`src/dltc_regs.svh`:
```
// Register offsets, field positions, reset values and timing counts
`ifndef DLTC_REGS_SVH
`define DLTC_REGS_SVH

// ********************
// Register offsets
// ********************
`define DLTC_OFS_CTRL            5'h00
`define DLTC_OFS_CFG0            5'h04
`define DLTC_OFS_CFG1            5'h08
`define DLTC_OFS_STATUS          5'h0C
`define DLTC_OFS_CFG2            5'h10

// ********************
// Control bits (write one to start)
// ********************
`define DLTC_CTRL_GEAR           0
`define DLTC_CTRL_LEVEL          1
`define DLTC_CTRL_TERM           2
`define DLTC_CTRL_REFRESH        3

// ********************
// Configuration fields
// ********************
`define DLTC_CFG1_PRE2           16
`define DLTC_CFG1_PAR_EN         17
`define DLTC_CFG1_DLL_OFF        18
`define DLTC_CFG0_RST            32'h0018_0000
`define DLTC_CFG1_RST            32'h0000_0100
`define DLTC_CFG2_RST            32'h0000_0100

// ********************
// Timing counts in link clock cycles, times in ps and the slow-grade transfer rate
// ********************
`define DLTC_TERM_HIGH_MIN_SHORT 16'h0004
`define DLTC_TERM_HIGH_MIN_LONG  16'h0005
`define DLTC_LEVEL_FIRST_STROBE  16'h0028
`define DLTC_LEVEL_STROBE_EN     16'h0019
`define DLTC_LEVEL_FEEDBACK_PS   9500
`define DLTC_SYNC_EXTRA          16'h0004
`define DLTC_SYNC_SETUP          16'h0002
`define DLTC_SYNC_HOLD           16'h0002
`define DLTC_SEL_CMD_MIN         3
`define DLTC_SEL_CMD_PS          3748
`define DLTC_MCLK_PS             10000
`define DLTC_SLOW_RATE           1600

`endif

```
`src/dltc_pkg.sv`:
```
// Types and clock conversion functions of the leveling and gear-down sequencer
package dltc_pkg;

    typedef enum logic [3:0] {
        DLTC_IDLE  = 4'h0,
        DLTC_RST   = 4'h1,
        DLTC_GSYNW = 4'h2,
        DLTC_GSET  = 4'h3,
        DLTC_GHOLD = 4'h4,
        DLTC_GCMDW = 4'h5,
        DLTC_GCAL  = 4'h6,
        DLTC_WENW  = 4'h7,
        DLTC_WEDGE = 4'h8,
        DLTC_WSAMP = 4'h9,
        DLTC_TERM  = 4'hA,
        DLTC_REF   = 4'hB
    } dltc_state_t;

    typedef enum logic [2:0] {
        DLTC_CMD_NOP   = 3'h0,
        DLTC_CMD_MRS   = 3'h1,
        DLTC_CMD_REF   = 3'h2,
        DLTC_CMD_SYNC  = 3'h3,
        DLTC_CMD_VALID = 3'h4
    } dltc_cmd_t;

    // Table-parameter rounding: truncate(ps/tck + 0.974)
    function automatic int dltc_round_spd(input int ps, input int tck_ps);
        dltc_round_spd = (ps * 1000 + 974 * tck_ps) / (1000 * tck_ps);
    endfunction : dltc_round_spd

    // Other parameters: ceiling(ps/tck)
    function automatic int dltc_round_up(input int ps, input int tck_ps);
        dltc_round_up = (ps + tck_ps - 1) / tck_ps;
    endfunction : dltc_round_up

endpackage : dltc_pkg

```
`src/dltc_ctrl.sv`:
```
// Host sequencer for termination, write leveling, gear-down entry and refresh timing
//
// Contract
// - Hold termination high at least 4 cycles, or 5 in two-cycle preamble.
// - First rising strobe edge at least 40 cycles after leveling mode write.
// - Start driving strobes at least 25 cycles after leveling mode write.
// - Sample leveling feedback no sooner than 9.5 ns after the strobe edge.
// - Wait the reset-exit interval after clock enable high before gear-down write.
// - Allow the self-refresh-exit interval from clock enable high to gear-down.
// - Sync pulse at least mode-update delay plus 4 cycles after gear-down write.
// - Wait mode-update delay after sync pulse before the first command.
// - Refresh time grows by parity latency with parity on and loop off.
// - Select-to-command latency at least max(3 cycles, 3.748 ns per period).
// - Program clock counts obtained by the defined rounding of ns over period.
// - Convert ps to clocks: divide by period, add 0.974, truncate.
// - Below 1600 transfers use the timing set of the 1600 grade.
`timescale 1ns/10ps
`include "dltc_regs.svh"

module dltc_ctrl
    import dltc_pkg::*;
#(
    parameter int DATA_RATE = 1600                          // Transfers per second per pin, M
) (
    input  wire logic        mclk,                          // System clock 100 MHz
    input  wire logic        rst,                           // Async reset, active high
    input  wire logic        ce,                            // Clock enable, freezes all state
    input  wire logic        wb_cyc_i,                      // Wishbone cycle
    input  wire logic        wb_stb_i,                      // Wishbone strobe
    input  wire logic        wb_we_i,                       // Wishbone write enable
    input  wire logic [4:0]  wb_adr_i,                      // Wishbone byte address
    input  wire logic [3:0]  wb_sel_i,                      // Wishbone byte selects
    input  wire logic [31:0] wb_dat_i,                      // Wishbone write data
    output logic      [31:0] wb_dat_o,                      // Wishbone read data
    output logic             wb_ack_o,                      // Wishbone acknowledge
    output logic             ck_o,                          // Link clock, mclk divided by 2
    output logic             cke_o,                         // Memory clock enable
    output logic             cs_n_o,                        // Chip select, active low
    output logic      [2:0]  cmd_o,                         // Command code on the link
    output logic             term_o,                        // Termination control
    output logic             dqs_o,                         // Strobe output level
    output logic             dqs_oe_o,                      // Strobe output enable
    input  wire logic        dq_i                           // Leveling feedback from the device
);

    // ********************
    // Derived timing
    // ********************
    localparam int EFF_RATE = (DATA_RATE < `DLTC_SLOW_RATE) ? `DLTC_SLOW_RATE : DATA_RATE;
    localparam int CK_PS    = 2 * `DLTC_MCLK_PS;
    localparam int CAL_RAW  = dltc_round_spd(`DLTC_SEL_CMD_PS, CK_PS);
    localparam int CAL_INT  = (CAL_RAW > `DLTC_SEL_CMD_MIN) ? CAL_RAW : `DLTC_SEL_CMD_MIN;
    localparam logic [15:0] CAL_CK = 16'(CAL_INT);
    // Feedback wait plus three sync stages (two link cycles)
    localparam logic [15:0] WLO_CK = 16'(dltc_round_up(`DLTC_LEVEL_FEEDBACK_PS, CK_PS) + 2);

    // ********************
    // Register file
    // ********************
    logic [31:0] cfg0_ff, nxt_cfg0;     // [7:0] mode update, [15:8] parity lat, [31:16] refresh
    logic [31:0] cfg1_ff, nxt_cfg1;     // [15:0] reset exit, flags above
    logic [31:0] cfg2_ff, nxt_cfg2;     // [15:0] self-refresh exit
    logic [31:0] rdat_ff, nxt_rdat;
    logic        ack_ff,  nxt_ack;
    logic [3:0]  go_ff,   nxt_go;
    logic        bus_req;
    logic [31:0] status;

    dltc_state_t st_ff, nxt_st;
    logic [15:0] cnt_ff, nxt_cnt;
    logic        ck_ff, nxt_ck;
    logic        cke_ff, nxt_cke;
    logic        cs_n_ff, nxt_cs_n;
    dltc_cmd_t   cmd_ff, nxt_cmd;
    logic        term_ff, nxt_term;
    logic        dqs_ff, nxt_dqs;
    logic        dqs_oe_ff, nxt_dqs_oe;
    logic        dq_s1_ff, dq_s2_ff, dq_s3_ff, dq_val_ff, nxt_dq_val;
    logic        gear_done_ff, nxt_gear_done;
    logic        wl_done_ff, nxt_wl_done;
    logic        wl_fb_ff, nxt_wl_fb;

    // Byte-lane merge for register writes
    function automatic logic [31:0] merge(input logic [31:0] old, input logic [31:0] dat,
                                          input logic [3:0] sel);
        logic [31:0] res;
        res = old;
        for (int i = 0; i < 4; i++) begin
            if (sel[i]) begin
                res[8*i +: 8] = dat[8*i +: 8];
            end
        end
        merge = res;
    endfunction : merge

    assign bus_req = wb_cyc_i & wb_stb_i & ~ack_ff;
    assign status  = {23'h0, st_ff, dq_val_ff, wl_fb_ff, wl_done_ff, gear_done_ff,
                      (st_ff != DLTC_IDLE) | (|go_ff)};

    always_comb begin
        nxt_cfg0 = cfg0_ff;
        nxt_cfg1 = cfg1_ff;
        nxt_cfg2 = cfg2_ff;
        nxt_rdat = rdat_ff;
        nxt_ack  = 1'b0;
        nxt_go   = 4'h0;
        if (bus_req) begin
            nxt_ack = 1'b1;
            if (wb_we_i) begin
                case (wb_adr_i)
                    `DLTC_OFS_CTRL: begin
                        nxt_go = wb_sel_i[0] ? wb_dat_i[3:0] : 4'h0;
                    end
                    `DLTC_OFS_CFG0: nxt_cfg0 = merge(cfg0_ff, wb_dat_i, wb_sel_i);
                    `DLTC_OFS_CFG1: nxt_cfg1 = merge(cfg1_ff, wb_dat_i, wb_sel_i);
                    `DLTC_OFS_CFG2: nxt_cfg2 = merge(cfg2_ff, wb_dat_i, wb_sel_i);
                    default: ;
                endcase
            end else begin
                case (wb_adr_i)
                    `DLTC_OFS_CFG0:   nxt_rdat = cfg0_ff;
                    `DLTC_OFS_CFG1:   nxt_rdat = {13'h0, cfg1_ff[18:0]};
                    `DLTC_OFS_CFG2:   nxt_rdat = {16'h0, cfg2_ff[15:0]};
                    `DLTC_OFS_STATUS: nxt_rdat = status;
                    default:          nxt_rdat = 32'h0;
                endcase
            end
        end
    end

    always_ff @(posedge mclk or posedge rst) begin
        if (rst) begin
            cfg0_ff <= `DLTC_CFG0_RST;
            cfg1_ff <= `DLTC_CFG1_RST;
            cfg2_ff <= `DLTC_CFG2_RST;
            rdat_ff <= 32'h0;
            ack_ff  <= 1'b0;
            go_ff   <= 4'h0;
        end else if (ce) begin
            cfg0_ff <= nxt_cfg0;
            cfg1_ff <= nxt_cfg1;
            cfg2_ff <= nxt_cfg2;
            rdat_ff <= nxt_rdat;
            ack_ff  <= nxt_ack;
            go_ff   <= (go_ff & ((ck_ff && st_ff == DLTC_IDLE) ? go_ff - 4'h1 : 4'hF)) | nxt_go;
        end
    end

    // ********************
    // Link sequencer, one step per link clock cycle
    // ********************
    logic        step;
    logic        last;
    logic [15:0] mod_ck;
    logic [15:0] rfc_ck;
    logic [15:0] exit_ck;

    assign step    = ck_ff;
    assign last    = (cnt_ff == 16'h0);
    assign mod_ck  = {8'h0, cfg0_ff[7:0]};
    assign rfc_ck  = cfg0_ff[31:16] + ((cfg1_ff[`DLTC_CFG1_PAR_EN] & cfg1_ff[`DLTC_CFG1_DLL_OFF])
                     ? {8'h0, cfg0_ff[15:8]} : 16'h0);
    assign exit_ck = (cfg1_ff[15:0] > cfg2_ff[15:0]) ? cfg1_ff[15:0] : cfg2_ff[15:0];

    always_comb begin
        nxt_ck        = ~ck_ff;
        nxt_st        = st_ff;
        nxt_cnt       = cnt_ff;
        nxt_cke       = cke_ff;
        nxt_cs_n      = cs_n_ff;
        nxt_cmd       = cmd_ff;
        nxt_term      = term_ff;
        nxt_dqs       = dqs_ff;
        nxt_dqs_oe    = dqs_oe_ff;
        nxt_gear_done = gear_done_ff;
        nxt_wl_done   = wl_done_ff;
        nxt_wl_fb     = wl_fb_ff;
        nxt_dq_val    = (dq_s2_ff == dq_s3_ff) ? dq_s3_ff : dq_val_ff;
        if (step) begin
            nxt_cmd = DLTC_CMD_NOP;
            nxt_cnt = last ? 16'h0 : cnt_ff - 16'h1;
            case (st_ff)
                DLTC_IDLE: begin
                    nxt_cs_n = 1'b1;
                    if (go_ff[`DLTC_CTRL_GEAR]) begin
                        nxt_cke       = 1'b1;
                        nxt_gear_done = 1'b0;
                        nxt_cnt       = exit_ck;
                        nxt_st        = DLTC_RST;
                    end else if (go_ff[`DLTC_CTRL_LEVEL]) begin
                        nxt_cmd     = DLTC_CMD_MRS;
                        nxt_wl_done = 1'b0;
                        nxt_cnt     = `DLTC_LEVEL_STROBE_EN - 16'h1;
                        nxt_st      = DLTC_WENW;
                    end else if (go_ff[`DLTC_CTRL_TERM]) begin
                        nxt_term = 1'b1;
                        nxt_cnt  = (cfg1_ff[`DLTC_CFG1_PRE2] ? `DLTC_TERM_HIGH_MIN_LONG
                                   : `DLTC_TERM_HIGH_MIN_SHORT) - 16'h1;
                        nxt_st   = DLTC_TERM;
                    end else if (go_ff[`DLTC_CTRL_REFRESH]) begin
                        nxt_cmd = DLTC_CMD_REF;
                        nxt_cnt = rfc_ck - 16'h1;
                        nxt_st  = DLTC_REF;
                    end
                end
                DLTC_RST: begin
                    if (last) begin
                        nxt_cmd = DLTC_CMD_MRS;
                        nxt_cnt = mod_ck + `DLTC_SYNC_EXTRA - `DLTC_SYNC_SETUP - 16'h1;
                        nxt_st  = DLTC_GSYNW;
                    end
                end
                DLTC_GSYNW: begin
                    if (last) begin
                        nxt_cnt = `DLTC_SYNC_SETUP - 16'h1;
                        nxt_st  = DLTC_GSET;
                    end
                end
                DLTC_GSET: begin
                    if (last) begin
                        nxt_cmd = DLTC_CMD_SYNC;
                        nxt_cnt = `DLTC_SYNC_HOLD - 16'h1;
                        nxt_st  = DLTC_GHOLD;
                    end
                end
                DLTC_GHOLD: begin
                    if (last) begin
                        nxt_cnt = mod_ck - `DLTC_SYNC_HOLD - CAL_CK;
                        nxt_st  = DLTC_GCMDW;
                    end
                end
                DLTC_GCMDW: begin
                    if (last) begin
                        nxt_cs_n = 1'b0;
                        nxt_cnt  = CAL_CK - 16'h1;
                        nxt_st   = DLTC_GCAL;
                    end
                end
                DLTC_GCAL: begin
                    if (last) begin
                        nxt_cmd       = DLTC_CMD_VALID;
                        nxt_gear_done = 1'b1;
                        nxt_st        = DLTC_IDLE;
                    end
                end
                DLTC_WENW: begin
                    if (last) begin
                        nxt_dqs_oe = 1'b1;
                        nxt_dqs    = 1'b0;
                        nxt_cnt    = `DLTC_LEVEL_FIRST_STROBE - `DLTC_LEVEL_STROBE_EN
                                     - 16'h1;
                        nxt_st     = DLTC_WEDGE;
                    end
                end
                DLTC_WEDGE: begin
                    if (last) begin
                        nxt_dqs = 1'b1;
                        nxt_cnt = WLO_CK - 16'h1;
                        nxt_st  = DLTC_WSAMP;
                    end
                end
                DLTC_WSAMP: begin
                    if (last) begin
                        nxt_wl_fb   = dq_val_ff;
                        nxt_wl_done = 1'b1;
                        nxt_dqs     = 1'b0;
                        nxt_dqs_oe  = 1'b0;
                        nxt_st      = DLTC_IDLE;
                    end
                end
                DLTC_TERM: begin
                    if (last) begin
                        nxt_term = 1'b0;
                        nxt_st   = DLTC_IDLE;
                    end
                end
                DLTC_REF: begin
                    if (last) begin
                        nxt_st = DLTC_IDLE;
                    end
                end
                default: nxt_st = DLTC_IDLE;
            endcase
        end
    end

    always_ff @(posedge mclk or posedge rst) begin
        if (rst) begin
            st_ff        <= DLTC_IDLE;
            cnt_ff       <= 16'h0;
            ck_ff        <= 1'b0;
            cke_ff       <= 1'b0;
            cs_n_ff      <= 1'b1;
            cmd_ff       <= DLTC_CMD_NOP;
            term_ff      <= 1'b0;
            dqs_ff       <= 1'b0;
            dqs_oe_ff    <= 1'b0;
            dq_s1_ff     <= 1'b0;
            dq_s2_ff     <= 1'b0;
            dq_s3_ff     <= 1'b0;
            dq_val_ff    <= 1'b0;
            gear_done_ff <= 1'b0;
            wl_done_ff   <= 1'b0;
            wl_fb_ff     <= 1'b0;
        end else if (ce) begin
            st_ff        <= nxt_st;
            cnt_ff       <= nxt_cnt;
            ck_ff        <= nxt_ck;
            cke_ff       <= nxt_cke;
            cs_n_ff      <= nxt_cs_n;
            cmd_ff       <= nxt_cmd;
            term_ff      <= nxt_term;
            dqs_ff       <= nxt_dqs;
            dqs_oe_ff    <= nxt_dqs_oe;
            dq_s1_ff     <= dq_i;
            dq_s2_ff     <= dq_s1_ff;
            dq_s3_ff     <= dq_s2_ff;
            dq_val_ff    <= nxt_dq_val;
            gear_done_ff <= nxt_gear_done;
            wl_done_ff   <= nxt_wl_done;
            wl_fb_ff     <= nxt_wl_fb;
        end
    end

    // ********************
    // Outputs
    // ********************
    assign wb_dat_o = rdat_ff;
    assign wb_ack_o = ack_ff;
    assign ck_o     = ck_ff;
    assign cke_o    = cke_ff;
    assign cs_n_o   = cs_n_ff;
    assign cmd_o    = cmd_ff;
    assign term_o   = term_ff;
    assign dqs_o    = dqs_ff;
    assign dqs_oe_o = dqs_oe_ff;

endmodule : dltc_ctrl

```
`config.mk`:
```
export PLATFORM = sky130hd
export DESIGN_NAME = dltc_ctrl
export DESIGN_NICKNAME = d
export VERILOG_FILES = /design/src/dltc_pkg.sv /design/src/dltc_ctrl.sv
export VERILOG_INCLUDE_DIRS = /design/src
export SDC_FILE = /design/constraint.sdc
export NUM_CORES = 1
export LEC_CHECK = 0
export BUFFER_PORTS_ARGS = -buffer_cell sky130_fd_sc_hd__buf_2
export CAP_MARGIN = 20
export CORE_MARGIN = 2
export CORE_UTILIZATION = 30
export CTS_BUF_LIST = sky130_fd_sc_hd__clkbuf_2 sky130_fd_sc_hd__clkbuf_4 sky130_fd_sc_hd__clkbuf_8
export DETAILED_ROUTE_END_ITERATION = 6
export GPL_ROUTABILITY_DRIVEN = 0
export GPL_TIMING_DRIVEN = 0
export SYNTH_ARGS = -nofsm -noshare
export SYNTH_HDL_FRONTEND = slang
export SYNTH_SLANG_ARGS = --single-unit
```
`constraint.sdc`:
```
create_clock -name mclk -period 10.75 [get_ports mclk]
set_input_delay 1.075 -clock mclk [delete_from_list [all_inputs] [get_ports mclk]]
set_output_delay 1.075 -clock mclk [all_outputs]
set_load 0.02 [all_outputs]
```
==> out/qor.yml <==
fmax_mhz: 257
p_switching_mw: 0.562
grt_pass1_vias: 7865
required_ns: 11.10
cp_num_buf_inv: 2
use_met2_pct: 28.1
hp-class: "flip-flop to flip-flop"
finalPower_mw: 1.49
die_h_um: 177
r2r_slack_ns: 6.85
power_frac_comb_pct: 28.4
clk_latency_ns: 0.47
cts.htree.levels: 4
finClkSkew_ns: 0.0117
synthesis.instances: 985
drt_iter0_markers: 895
die_w_um: 177
p_per_area_mw_per_mm2: 145
n_fill_cell: 3107
status: "finished, final reports clean"
drive_above_1_share_pct: 17.5
ios: 90
cts_buffer_depth: 2
grt_util_met3_pct: 3.64
path_max_fanout: 8
crit_path_start_kind: "flip-flop"
setup_viol: 0
critical_path_class: "flip-flop to flip-flop"
die_area_sq_mm: 0.0312
drv_cap: 0
holdWs_ns: 0.468
tightestPinTransition_ns: 0.924
clock_sinks: 140
final_common_cell: "dfrtp_1"
synthFlopType: "dfrtp_1"
pwr-share-seq_pct: 42.2
endpoint_kind: "flip-flop"
nets: 1191
dpl.hpwl_mm: 20.8
yosys_register_bits: 140
vias: 8025
drc: 0
fp.coreArea_sq_mm: 0.0295
ctsRootBufferMaster: "clkbuf_8"
finalMaxSlewViolations: 0
first_pass_iters: 5
numCtsBuffers: 17
finalSetupTns_ns: 0
slew_headroom_pct: 37.8
rows: 63
totalWireLength_mm: 27.7
power_frac_clock_pct: 29.4
pre_cts_ws_ns: 6.86
min_period_ns: 3.90
period_share_pct: 36.2
rsz0062_at_grt: "no"
syn2layout_area_growth_pct: 15.2
avgRoutedWirePerCell_um: 18.5
grt_pass1_wl_mm: 43.7
swShare_pct: 37.7
hold_buffers: 0
ant_nets: 0
syn_area_sq_mm: 0.00893
peakVddDrop_mv: 0.0857
port_buffers: 88
slowest_delay_ns: 0.47
cpLargestDelayFamily: "compound AO/OA/AOI/OAI gates"
setup_slack_ns: 6.85
cts.clk_slew.worst_paths_ns: 0.09
p_int_mw: 0.931
cp.arrival_ns: 4.25
start_util_pct: 30.3
track_usage_pct: 18.1
grt_max_degree: 80
final-hold-violation-count: 0
cts_setup_buffers: 0
synth_nets: 1082
synthArstFlopShare_pct: 100
cts_resized: 0
ys_types: 74
grt.met1_usage_pct: 24.8
slowest_stage: "a211oi_1"
cts_tree: "built"
synth-seq-area-share_pct: 39.3
mostFrequentLayoutCells: "135 x dfrtp_1, 115 x nand2_1, 88 x buf_2, 71 x o21ai_0, 67 x inv_1"
synth_edf_count: 0
yosys_warnings: 0
syn_area_per_cell_sq_um: 9.07
leakage_nw: 4.72
cp_cell_sequence: "and2_1 -> clkbuf_1 -> nand2_1 -> ha_1 -> inv_1 -> ha_1 -> fa_1 -> a21o_1 -> a311oi_1 -> a211oi_1 -> a211oi_1 -> xor2_1 -> nor2_1 -> a2111oi_2 -> nor2_1"
grt_busiest_layer: "met2"
overflow: 0
vias_per_cell: 5.36
antenna_found_initial: 1
## final timing paths
path | to | cells after the start | start
setup / recovery | cnt_ff[11] | 15 | cfg1_ff[18]
hold / removal | cke_o | 1 | cke_o
setup reg to reg | cnt_ff[11] | 15 | cfg1_ff[18]
hold reg to reg | cke_o | 1 | cke_o
max in group asynchronous | go_ff[0] | 3 | rst
min in group asynchronous | wb_dat_o[10] | 2 | rst
## metrics by stage
stage / instance area [sq um] / std cells / util, %
2_1_floorplan: 8930 / 985 / -
3_3_place_gp: 9860 / 1463 / 33.5
3_5_place_dp: 9900 / 1465 / 33.6
4_1_cts: 10300 / 1497 / 34.9
5_1_grt: 10300 / 1497 / 34.9
6_report: 10300 / 1498 / 34.9
## registers in the layout, summed over array words and instances (netlist names), 3 cells and up
signal / count
cfg0_ff: 32
go_ff: 4
cfg1_ff: 19
st_ff: 4
cnt_ff: 16
wb_dat_o: 32
cfg2_ff: 16
cmd_o: 3
## per-layer routing
metal | vias up | routed length, um | part of all wire (%)
met1 | 3896 | 12600 | 46
met4 | 0 | 813 | 2.9
met3 | 55 | 1640 | 5.9
met2 | 279 | 12600 | 46
li1 | 3795 | - | -
met5 | - | 0 | 0
## power groups by stage
stage                     clock (mW)  sequential (mW)  combinational, mW
after floorplan                    0            0.632              0.294
after global placement             0            0.637              0.411
after detailed placement           0            0.638              0.416
after CTS                      0.446            0.629              0.417
after global routing           0.467            0.639              0.471
final                          0.439            0.631              0.424
## synthesized netlist by cell type (all sizes together), types with 5 or more instances
cell type | n | area share (%)
buf | 6 | 0.29
a211oi | 9 | 0.76
nand2 | 116 | 5.0
a222oi | 16 | 1.8
o21ai | 71 | 4.0
o211ai | 5 | 0.42
and3 | 9 | 0.63
dfstp | 5 | 1.5
a21oi | 64 | 3.6
inv | 68 | 2.9
o22ai | 7 | 0.49
a22oi | 9 | 0.76
dfrtp | 135 | 38
a41oi | 5 | 0.49
xor2 | 18 | 1.8
nor2b | 5 | 0.35
nand2b | 6 | 0.42
a22o | 20 | 2.0
and2 | 8 | 0.56
ha | 48 | 6.7
a21o | 19 | 1.6
a311oi | 5 | 0.69
clkbuf | 53 | 2.2
nand4 | 9 | 0.63
nor4 | 7 | 0.49
nor3 | 21 | 1.2
xnor2 | 16 | 1.6
nand3 | 13 | 0.73
o221ai | 6 | 0.59
a31oi | 10 | 0.70
mux2 | 52 | 6.6
mux2i | 13 | 1.5
nor2 | 62 | 2.6
## layout make-up
class / count / area, sq um / share of cell area (%)
antenna: 1 / 2.50 / 0.0243
buffer: 59 / 225 / 2.19
clock buffer: 19 / 255 / 2.48
clock inverter: 13 / 129 / 1.25
inverter: 68 / 260 / 2.53
multi-input combinational: 718 / 4940 / 48.1
sequential: 140 / 3510 / 34.1
tap: 390 / 488 / 4.74
timing repair buffer: 90 / 475 / 4.62
## kinds of logic after synthesis
| logic type | after synthesis | synth area share (%) |
|---|---|---|
| buf+inv | 127 | 5.38 |
| compound gates | 289 | 22.1 |
| simple gates | 281 | 14.9 |
| xor+xnor | 34 | 3.33 |
| flops | 140 | 39.3 |
| mux | 65 | 8.01 |
| fa+ha+maj | 49 | 6.95 |
Power figures use the tool's default switching activity.
